===== config.mk =====
export PLATFORM = sky130hd
export DESIGN_NAME = mie_dev_flat
export DESIGN_NICKNAME = d
export VERILOG_FILES = /design/src/rtl/mie_pkg.sv /design/src/rtl/mie_link_if.sv /design/src/rtl/mie_dev.sv /design/src/rtl/mie_phy.sv /design/src/flat_wrapper.sv
export SDC_FILE = /design/constraint.sdc
export NUM_CORES = 1
export LEC_CHECK = 0
export BUFFER_PORTS_ARGS = -buffer_cell sky130_fd_sc_hd__buf_2
export CORE_MARGIN = 2
export CORE_UTILIZATION = 52
export DETAILED_ROUTE_END_ITERATION = 10
export GPL_TIMING_DRIVEN = 0
export PLACE_DENSITY_LB_ADDON = 0.12
export SYNTH_ARGS = -nofsm -noshare
export SYNTH_HDL_FRONTEND = slang
export SYNTH_SLANG_ARGS = --single-unit

===== constraint.sdc =====
create_clock -name CLK_I -period 2.75 [get_ports CLK_I]
set_input_delay 0.55 -clock CLK_I [delete_from_list [all_inputs] [get_ports CLK_I]]
set_output_delay 0.55 -clock CLK_I [all_outputs]
set_load 0.02 [all_outputs]

===== src/rtl/mie_pkg.sv =====
// constants shared by both ends of the message interrupt link
// assumes one 10 MHz system clock at each end
// Contract
// [RULE1] requests go posted byte sized write
// [RULE2] request count field is always zero
// [RULE3] request data word carries info, not masks
// [RULE4] info bits packed into bit-times and data
// [RULE5] type in info 4:2, 111 only EOI
// [RULE6] info bit 5 asks for EOI
// [RULE7] no new request while waiting status set
// [RULE8] host returns info 31:8 in EOI
// [RULE9] host accepts many requests without stalling
// [RULE10] pass bit clear pushes earlier posted writes
// [RULE11] pass bit set only after flush done
// [RULE12] optional fence ahead of the request
// [RULE13] EOI broadcast downstream into interrupt range
// [RULE14] device accepts, clears matching, forwards EOI
// [RULE15] EOI type 111, info 31:8 duplicated
// [RULE16] zero info 15:8 in EOI matches any
// [RULE17] config clear of waiting ends service
// [RULE18] software sets only host-valid requests
// [RULE19] waiting set on acked send, cleared by EOI
package mie_pkg;
   localparam int         CLK_PERIOD_NS = 100;
   localparam int         LINK_BIT_NS   = 800;
   localparam int         LINK_DIV      = (LINK_BIT_NS + CLK_PERIOD_NS - 1) / CLK_PERIOD_NS;
   localparam logic [2:0] DIV_LAST      = 3'(LINK_DIV - 1);
   localparam logic [2:0] DIV_RISE      = 3'(LINK_DIV / 2);

   localparam logic [5:0] CMD_NOP       = 6'h00;
   localparam logic [5:0] CMD_WRSZ_PB   = 6'h2C;
   localparam logic [5:0] CMD_BCAST     = 6'h3A;
   localparam logic [5:0] CMD_FENCE     = 6'h3C;
   localparam logic [7:0] INTR_ADDR_HI  = 8'hFD;
   localparam logic [2:0] TYPE_EOI      = 3'h7;
   localparam logic [3:0] REQ_LAST      = 4'hB;
   localparam logic [3:0] CTL_LAST      = 4'h7;
   localparam logic [3:0] FENCE_LAST    = 4'h3;

   localparam logic [7:0] OFS_CTRL      = 8'h00;
   localparam logic [7:0] OFS_EOI_INFO  = 8'h04;
   localparam logic [7:0] OFS_STATUS    = 8'h08;
   localparam logic [7:0] OFS_RX_LO     = 8'h0C;
   localparam logic [7:0] OFS_RX_HI     = 8'h10;
   localparam int         CTRL_SEND_BIT = 0;
   localparam int         ST_BUSY_BIT   = 0;
   localparam int         ST_VALID_BIT  = 1;
   localparam int         RXHI_PASS_BIT = 29;
   localparam logic [23:0] EOI_INFO_RST = 24'h000000;

   typedef enum logic [1:0] {
      DT_IDLE  = 2'b00,
      DT_FENCE = 2'b01,
      DT_REQ   = 2'b11
   } mie_dtx_t;
endpackage


===== src/rtl/mie_link_if.sv =====
// link between device end and host end
// each direction carries its own clock made by its sender
`timescale 1ns/1ps
interface mie_link_if;
   logic       up_clk;
   logic       up_ctl;
   logic [7:0] up_cad;
   logic       dn_clk;
   logic       dn_ctl;
   logic [7:0] dn_cad;
   modport dev  (output up_clk, output up_ctl, output up_cad, input dn_clk, input dn_ctl, input dn_cad);
   modport host (input up_clk, input up_ctl, input up_cad, output dn_clk, output dn_ctl, output dn_cad);
endinterface


===== src/rtl/mie_dev.sv =====
// interrupting device end: sends requests upstream, takes EOI downstream
// assumes the link interface joins it to a host end
//
// The implementer's own choices: the APB interface to the registers and the placing of the registers.
`timescale 1ns/1ps
module mie_dev
   import mie_pkg::*;
(
   input  wire logic        CLK_I,
   input  wire logic        SYS_RST_I,
   input  wire logic [4:0]  UNIT_ID_I,
   input  wire logic        INT_REQ_I,
   input  wire logic [55:2] INT_INFO_I,
   input  wire logic        PASS_PW_REQ_I,
   input  wire logic        FLUSH_DONE_I,
   input  wire logic        FENCE_REQ_I,
   input  wire logic        CFG_CLR_WAIT_I,
   output logic             INT_BUSY_O,
   output logic             INT_TAKEN_O,
   output logic             WAITING_O,
   output logic             EOI_FWD_O,
   output logic [23:0]      EOI_INFO_O,
   mie_link_if.dev          link
);
   mie_dtx_t    state_reg;
   logic [3:0]  tx_idx_reg;
   logic [7:0]  pkt_reg [0:11];
   logic        ack_req_reg;
   logic [23:0] pend_reg;
   logic        tx_adv;
   logic        tx_ctl;
   logic [7:0]  tx_cad;
   logic        rx_stb;
   logic        rx_ctl;
   logic [7:0]  rx_cad;
   logic        rx_busy_reg;
   logic [2:0]  rx_idx_reg;
   logic [7:0]  rx_buf_reg [0:6];
   logic        accept;
   logic        send_done;
   logic        eoi_hit;
   logic        pass_pw;

   ////////////////////////////////////////////////////////////////
   // eoi info compare with wildcard on low byte
   function automatic logic eoi_match(input logic [23:0] eoi, input logic [23:0] pend);
      eoi_match = (eoi[23:8] == pend[23:8]) && ((eoi[7:0] == 8'h00) || (eoi[7:0] == pend[7:0])); // RULE16
   endfunction

   mie_phy u_phy (
      .clk_i    (CLK_I),
      .rst_i    (SYS_RST_I),
      .tx_ctl_i (tx_ctl),
      .tx_cad_i (tx_cad),
      .tx_adv_o (tx_adv),
      .lk_clk_o (link.up_clk),
      .lk_ctl_o (link.up_ctl),
      .lk_cad_o (link.up_cad),
      .lk_clk_i (link.dn_clk),
      .lk_ctl_i (link.dn_ctl),
      .lk_cad_i (link.dn_cad),
      .rx_stb_o (rx_stb),
      .rx_ctl_o (rx_ctl),
      .rx_cad_o (rx_cad)
   );

   ////////////////////////////////////////////////////////////////
   // request acceptance
   assign INT_BUSY_O = (state_reg != DT_IDLE) | WAITING_O; // RULE7
   assign accept     = INT_REQ_I & ~INT_BUSY_O & (INT_INFO_I[4:2] != TYPE_EOI); // RULE5
   assign pass_pw    = PASS_PW_REQ_I & FLUSH_DONE_I; // RULE11
   assign send_done  = tx_adv & (state_reg == DT_REQ) & (tx_idx_reg == REQ_LAST);

   always_ff @(posedge CLK_I) begin
      if (SYS_RST_I) begin
         INT_TAKEN_O <= 1'b0;
      end else begin
         INT_TAKEN_O <= accept;
      end
   end

   always_ff @(posedge CLK_I) begin
      if (SYS_RST_I) begin
         for (int i = 0; i < 12; i++) begin
            pkt_reg[i] <= 8'h00;
         end
         ack_req_reg <= 1'b0;
         pend_reg    <= 24'h000000;
      end else if (accept) begin
         pkt_reg[0]  <= {2'b00, CMD_WRSZ_PB}; // RULE1
         pkt_reg[1]  <= {pass_pw, 2'b00, UNIT_ID_I}; // RULE11
         pkt_reg[2]  <= 8'h00; // RULE2
         pkt_reg[3]  <= {INT_INFO_I[7:2], 2'b00}; // RULE4
         pkt_reg[4]  <= INT_INFO_I[15:8]; // RULE4
         pkt_reg[5]  <= INT_INFO_I[23:16]; // RULE4
         pkt_reg[6]  <= INT_INFO_I[31:24]; // RULE4
         pkt_reg[7]  <= INTR_ADDR_HI; // RULE1
         pkt_reg[8]  <= INT_INFO_I[39:32]; // RULE3
         pkt_reg[9]  <= INT_INFO_I[47:40]; // RULE3
         pkt_reg[10] <= INT_INFO_I[55:48]; // RULE4
         pkt_reg[11] <= 8'h00; // RULE4
         ack_req_reg <= INT_INFO_I[5]; // RULE6
         pend_reg    <= INT_INFO_I[31:8];
      end
   end

   ////////////////////////////////////////////////////////////////
   // transmit sequencing, in order on one posted channel
   always_ff @(posedge CLK_I) begin
      if (SYS_RST_I) begin
         state_reg  <= DT_IDLE;
         tx_idx_reg <= 4'h0;
      end else begin
         case (state_reg)
            DT_IDLE: begin
               if (accept) begin
                  state_reg <= FENCE_REQ_I ? DT_FENCE : DT_REQ; // RULE12
               end
            end
            DT_FENCE: begin
               if (tx_adv) begin
                  tx_idx_reg <= (tx_idx_reg == FENCE_LAST) ? 4'h0 : tx_idx_reg + 4'h1;
                  if (tx_idx_reg == FENCE_LAST) begin
                     state_reg <= DT_REQ; // RULE12
                  end
               end
            end
            DT_REQ: begin
               if (tx_adv) begin
                  tx_idx_reg <= send_done ? 4'h0 : tx_idx_reg + 4'h1;
                  if (send_done) begin
                     state_reg <= DT_IDLE; // RULE10
                  end
               end
            end
            default: begin
               state_reg  <= DT_IDLE;
               tx_idx_reg <= 4'h0;
            end
         endcase
      end
   end

   always_comb begin
      tx_ctl = 1'b1;
      tx_cad = {2'b00, CMD_NOP};
      case (state_reg)
         DT_FENCE: begin
            if (tx_idx_reg == 4'h0) begin
               tx_cad = {2'b00, CMD_FENCE}; // RULE12
            end else if (tx_idx_reg == 4'h1) begin
               tx_cad = {3'b000, UNIT_ID_I};
            end else begin
               tx_cad = 8'h00;
            end
         end
         DT_REQ: begin
            tx_ctl = (tx_idx_reg <= CTL_LAST);
            tx_cad = pkt_reg[tx_idx_reg];
         end
         default: begin
            tx_ctl = 1'b1;
         end
      endcase
   end

   ////////////////////////////////////////////////////////////////
   // receive control packets from downstream link
   always_ff @(posedge CLK_I) begin
      if (SYS_RST_I) begin
         rx_busy_reg <= 1'b0;
         rx_idx_reg  <= 3'h0;
         for (int i = 0; i < 7; i++) begin
            rx_buf_reg[i] <= 8'h00;
         end
      end else if (rx_stb & rx_ctl) begin
         if (!rx_busy_reg) begin
            if (rx_cad[5:0] != CMD_NOP) begin
               rx_busy_reg   <= 1'b1;
               rx_idx_reg    <= 3'h1;
               rx_buf_reg[0] <= rx_cad;
            end
         end else if (rx_idx_reg == 3'h7) begin
            rx_busy_reg <= 1'b0;
            rx_idx_reg  <= 3'h0;
         end else begin
            rx_buf_reg[rx_idx_reg] <= rx_cad;
            rx_idx_reg             <= rx_idx_reg + 3'h1;
         end
      end
   end

   assign eoi_hit = rx_stb & rx_ctl & rx_busy_reg & (rx_idx_reg == 3'h7) & (rx_cad == INTR_ADDR_HI)
                    & (rx_buf_reg[0][5:0] == CMD_BCAST) & (rx_buf_reg[3][4:2] == TYPE_EOI);

   ////////////////////////////////////////////////////////////////
   // eoi forward and waiting status
   always_ff @(posedge CLK_I) begin
      if (SYS_RST_I) begin
         EOI_FWD_O  <= 1'b0;
         EOI_INFO_O <= 24'h000000;
      end else begin
         EOI_FWD_O <= eoi_hit; // RULE14
         if (eoi_hit) begin
            EOI_INFO_O <= {rx_buf_reg[6], rx_buf_reg[5], rx_buf_reg[4]}; // RULE14
         end
      end
   end

   always_ff @(posedge CLK_I) begin
      if (SYS_RST_I) begin
         WAITING_O <= 1'b0;
      end else if (send_done & ack_req_reg) begin
         WAITING_O <= 1'b1; // RULE19
      end else if (CFG_CLR_WAIT_I) begin
         WAITING_O <= 1'b0; // RULE17
      end else if (eoi_hit && eoi_match({rx_buf_reg[6], rx_buf_reg[5], rx_buf_reg[4]}, pend_reg)) begin
         WAITING_O <= 1'b0; // RULE19
      end
   end
endmodule


===== src/rtl/mie_phy.sv =====
// one link port: clock divider transmitter and sampled receiver
// assumes incoming link signals are asynchronous to clk_i
`timescale 1ns/1ps
module mie_phy
   import mie_pkg::*;
(
   input  wire logic       clk_i,
   input  wire logic       rst_i,
   input  wire logic       tx_ctl_i,
   input  wire logic [7:0] tx_cad_i,
   output logic            tx_adv_o,
   output logic            lk_clk_o,
   output logic            lk_ctl_o,
   output logic [7:0]      lk_cad_o,
   input  wire logic       lk_clk_i,
   input  wire logic       lk_ctl_i,
   input  wire logic [7:0] lk_cad_i,
   output logic            rx_stb_o,
   output logic            rx_ctl_o,
   output logic [7:0]      rx_cad_o
);
   logic [2:0] div_reg;
   logic [9:0] s1_reg;
   logic [9:0] s2_reg;
   logic       clk_d_reg;

   ////////////////////////////////////////////////////////////////
   // transmit: byte changes while link clock is low
   assign tx_adv_o = (div_reg == DIV_LAST);

   always_ff @(posedge clk_i) begin
      if (rst_i) begin
         div_reg  <= 3'h0;
         lk_clk_o <= 1'b0;
         lk_ctl_o <= 1'b1;
         lk_cad_o <= 8'h00;
      end else begin
         div_reg  <= tx_adv_o ? 3'h0 : div_reg + 3'h1;
         lk_clk_o <= (div_reg == DIV_RISE - 3'h1) ? 1'b1 : (tx_adv_o ? 1'b0 : lk_clk_o);
         if (tx_adv_o) begin
            lk_ctl_o <= tx_ctl_i;
            lk_cad_o <= tx_cad_i;
         end
      end
   end

   ////////////////////////////////////////////////////////////////
   // receive: two-stage sync then rising edge sample
   always_ff @(posedge clk_i) begin
      if (rst_i) begin
         s1_reg    <= 10'h000;
         s2_reg    <= 10'h000;
         clk_d_reg <= 1'b0;
         rx_stb_o  <= 1'b0;
         rx_ctl_o  <= 1'b0;
         rx_cad_o  <= 8'h00;
      end else begin
         s1_reg    <= {lk_clk_i, lk_ctl_i, lk_cad_i};
         s2_reg    <= s1_reg;
         clk_d_reg <= s2_reg[9];
         rx_stb_o  <= s2_reg[9] & ~clk_d_reg;
         if (s2_reg[9] & ~clk_d_reg) begin
            rx_ctl_o <= s2_reg[8];
            rx_cad_o <= s2_reg[7:0];
         end
      end
   end
endmodule


===== src/flat_wrapper.sv =====
// flat-port wrapper written by rule: the top's interface ports become plain ports
module mie_dev_flat import mie_pkg::*;
  (CLK_I, SYS_RST_I, UNIT_ID_I, INT_REQ_I, INT_INFO_I, PASS_PW_REQ_I, FLUSH_DONE_I, FENCE_REQ_I, CFG_CLR_WAIT_I, INT_BUSY_O, INT_TAKEN_O, WAITING_O, EOI_FWD_O, EOI_INFO_O, link_up_clk, link_up_ctl, link_up_cad, link_dn_clk, link_dn_ctl, link_dn_cad);
  mie_link_if link_i ();
  input  wire logic CLK_I;
  input  wire logic SYS_RST_I;
  input  wire logic [4:0] UNIT_ID_I;
  input  wire logic INT_REQ_I;
  input  wire logic [55:2] INT_INFO_I;
  input  wire logic PASS_PW_REQ_I;
  input  wire logic FLUSH_DONE_I;
  input  wire logic FENCE_REQ_I;
  input  wire logic CFG_CLR_WAIT_I;
  output logic INT_BUSY_O;
  output logic INT_TAKEN_O;
  output logic WAITING_O;
  output logic EOI_FWD_O;
  output logic [23:0] EOI_INFO_O;
  output wire logic [$bits(link_i.up_clk)-1:0] link_up_clk;
  output wire logic [$bits(link_i.up_ctl)-1:0] link_up_ctl;
  output wire logic [$bits(link_i.up_cad)-1:0] link_up_cad;
  input wire logic [$bits(link_i.dn_clk)-1:0] link_dn_clk;
  input wire logic [$bits(link_i.dn_ctl)-1:0] link_dn_ctl;
  input wire logic [$bits(link_i.dn_cad)-1:0] link_dn_cad;
  assign link_up_clk = link_i.up_clk;
  assign link_up_ctl = link_i.up_ctl;
  assign link_up_cad = link_i.up_cad;
  assign link_i.dn_clk = link_dn_clk;
  assign link_i.dn_ctl = link_dn_ctl;
  assign link_i.dn_cad = link_dn_cad;
  mie_dev u_core (.CLK_I(CLK_I), .SYS_RST_I(SYS_RST_I), .UNIT_ID_I(UNIT_ID_I), .INT_REQ_I(INT_REQ_I), .INT_INFO_I(INT_INFO_I), .PASS_PW_REQ_I(PASS_PW_REQ_I), .FLUSH_DONE_I(FLUSH_DONE_I), .FENCE_REQ_I(FENCE_REQ_I), .CFG_CLR_WAIT_I(CFG_CLR_WAIT_I), .INT_BUSY_O(INT_BUSY_O), .INT_TAKEN_O(INT_TAKEN_O), .WAITING_O(WAITING_O), .EOI_FWD_O(EOI_FWD_O), .EOI_INFO_O(EOI_INFO_O), .link(link_i));
endmodule

==> results.cfg <==
[run_status]
status = finished, final reports clean

[timing]
setup-tns-final_ns = 0
rsz0062_at_grt = no
finalMaxSlewViolations = 0
post-route-period-util_pct = 87.6
period_needed_ns = 2.41
max_freq_mhz = 415
skew_ns = 0.0140
hold_slack_ns = 0.243
hold_viol_final = 0
maxSlewHeadroom_pct = 45.8
finalSetupViolations = 0
worstMarginPinSlew_ns = 0.813

[clock_tree]
cts-root-buf = clkbuf_16
clock_latency_ns = 0.51
cts_buffers = 22
cts_sinks = 204
htree_levels = 1
ctsResizeCount = 0
cts_setup_buffers = 0
cts_tree = yes
postCtsHoldBufs = 0
path_clk_slew_ns = 0.06
cts_max_path_buffers = 3

[detailed_routing]
dr.pass1.iters = 4
via_per_inst = 5.42
ant_nets = 0
drt_iter0_drc = 330
wl_um = 20900
vias = 6211
drc = 0
wl_per_cell_um = 18.2

[yosys]
synth.distinct_cells = 54
async_flop_share_pct = 0
netlist_area_um2 = 8440
synth_area_per_cell_um2 = 10.9
synth.yosys.warnings = 0
synthFlopType = dfxtp_1
ys_ff_latch = 204
synthCells = 776
synth-seq-area-share_pct = 58.5
synth_edf_count = 85
syn_nets = 860

[global_route]
grt_util_all_layers_pct = 23.8
antenna_found_initial = 0
overflow = 0
grt_pass1_wl_um = 32400
grt_max_degree = 61
grt_pass1_vias = 6145

[layout]
final_cell_mix = 122 x buf_2, 119 x dfxtp_1, 92 x nand2_1
drive_gt1_share_pct = 18.5
n_fill_cell = 1315
syn_to_final_growth_pct = 17.7
largest_reg_flops = 61
stdcell_area_um2 = 9940
final_common_cell = buf_2
multiInputGateArea_um2 = 3280
seqCellArea_um2 = 4930
nNetsFinal = 997
antenna_cells = 0

[pwr]
ir_worst_vdd_mv = 0.470
leakage_uw = 0.00416
power.total_uw = 6480
power_density_nw_per_um2 = 652

[setup_path]
cp_cell_sequence = ha_1 -> ha_1 -> a21oi_1 -> and2_1 -> a21boi_1 -> or2_2
rr_endpoint = u_core.rx_buf_reg[0][5]
start_kind = flip-flop
end_kind = flip-flop
cp_max_fo = 9
reg2reg_depth = 6
cp-startpoint = u_core.rx_idx_reg[1]
rrSetupSlack_ns = 0.34
max_stage_delay_ns = 0.43
cp.required_ns = 2.96
crit_top_cell = ha_1
slowest_stage = a21oi_1
worst-endpoint-arrival_ns = 2.62
worstSetupPathType = flip-flop to flip-flop
reg2reg_from = u_core.rx_idx_reg[1]

[placed_design]
place.gp.congestion = 0.875
placed_cell_area_um2 = 9280
hpwl_um = 15400
port_buffers = 113

[floorplan]
coreArea_um2 = 15900
ios = 114
initial_core_util_pct = 53.1
die_h_um = 131
die_w_um = 131
rows = 46
die-area_um2 = 17300

[hold_path]
hold_end = u_core.u_phy.s1_reg[4]
holdPathStages = 2
hold_path.class = input port to flip-flop
min_from = link_dn_cad[4]

[flow_run]
max-cap-violations = 0
-- worst max-delay path: cells and delay by family (launching register included) --
kind,cells,cell delay [ns]
fa+ha+maj,2,0.47
simple gates,2,0.49
compound gates,2,0.80
flops,1,0.35
-- stage by stage --
stage          std cells  setup slack (ns)  utilization (%)
6_report            1145             0.341             62.6
5_1_grt             1145             0.167             62.6
4_1_cts             1145            0.0824             62.5
3_5_place_dp        1105            -0.269             58.4
3_3_place_gp        1105            -0.297             58.4
2_1_floorplan        776             0.638                -
-- worst max path at each step --
stage | end | slack (ns) | cells after the start
after global placement | u_core.pkt_reg[10][4] | -0.30 | 3
after global routing | u_core.rx_buf_reg[0][2] | 0.17 | 6
after detailed placement | u_core.pkt_reg[9][4] | -0.27 | 3
after floorplan | u_core.rx_buf_reg[0][0] | 0.64 | 6
after CTS | u_core.pkt_reg[1][4] | 0.08 | 3
final | u_core.rx_buf_reg[0][5] | 0.34 | 6
-- synth_stat cells (all sizes together) (7+ instances only) --
master / instances / share of area (%)
clkbuf: 29 / 1.3
ha: 8 / 1.2
xor2: 24 / 2.5
o21ai: 12 / 0.71
inv: 8 / 0.36
edfxtp: 85 / 30
dfxtp: 119 / 28
nand2b: 10 / 0.74
nor2b: 32 / 2.4
nand2: 93 / 4.2
mux2i: 45 / 5.3
and2: 70 / 5.2
nand3: 7 / 0.42
and3: 15 / 1.1
a211oi: 9 / 0.80
a22oi: 7 / 0.62
a21oi: 49 / 2.9
nor4: 11 / 0.89
nor3: 9 / 0.73
buf: 17 / 1.1
nor2: 63 / 2.8
-- final cells by class --
type / count / area share (%)
Buffer: 46 / 2.04
Clock buffer: 34 / 6.19
Clock inverter: 6 / 0.390
Inverter: 8 / 0.302
Multi-Input combinational cell: 518 / 33.0
Sequential cell: 204 / 49.7
Tap cell: 216 / 2.72
Timing Repair Buffer: 113 / 5.69
-- routing by layer --
layer  vias up  part of all wire (%)  track usage (%)  wire [um]
met5         -                     0                0          0
met4         0                   3.1             8.39        649
met3        46                   4.8             3.47       1000
met2       197                    50             41.6      10400
met1      2995                    42             30.1       8780
li1       2973                     -                -          -
-- cells by family after synthesis --
group / Yosys count / synth area share [%]
AOI/OAI and AO/OA: 102 / 7.40
xor gates and xnor gates: 25 / 2.59
adders and majority gates: 8 / 1.19
buffers and inverters: 54 / 2.76
DFF: 204 / 58.5
muxes: 54 / 7.34
and+or+nand+nor: 329 / 20.3
-- power breakdown --
part,internal [uW],switching (uW)
sequential,3310,65.1
combinational,154,251
clock,1540,1160
Note: power is estimated with default switching activity, not from simulation.
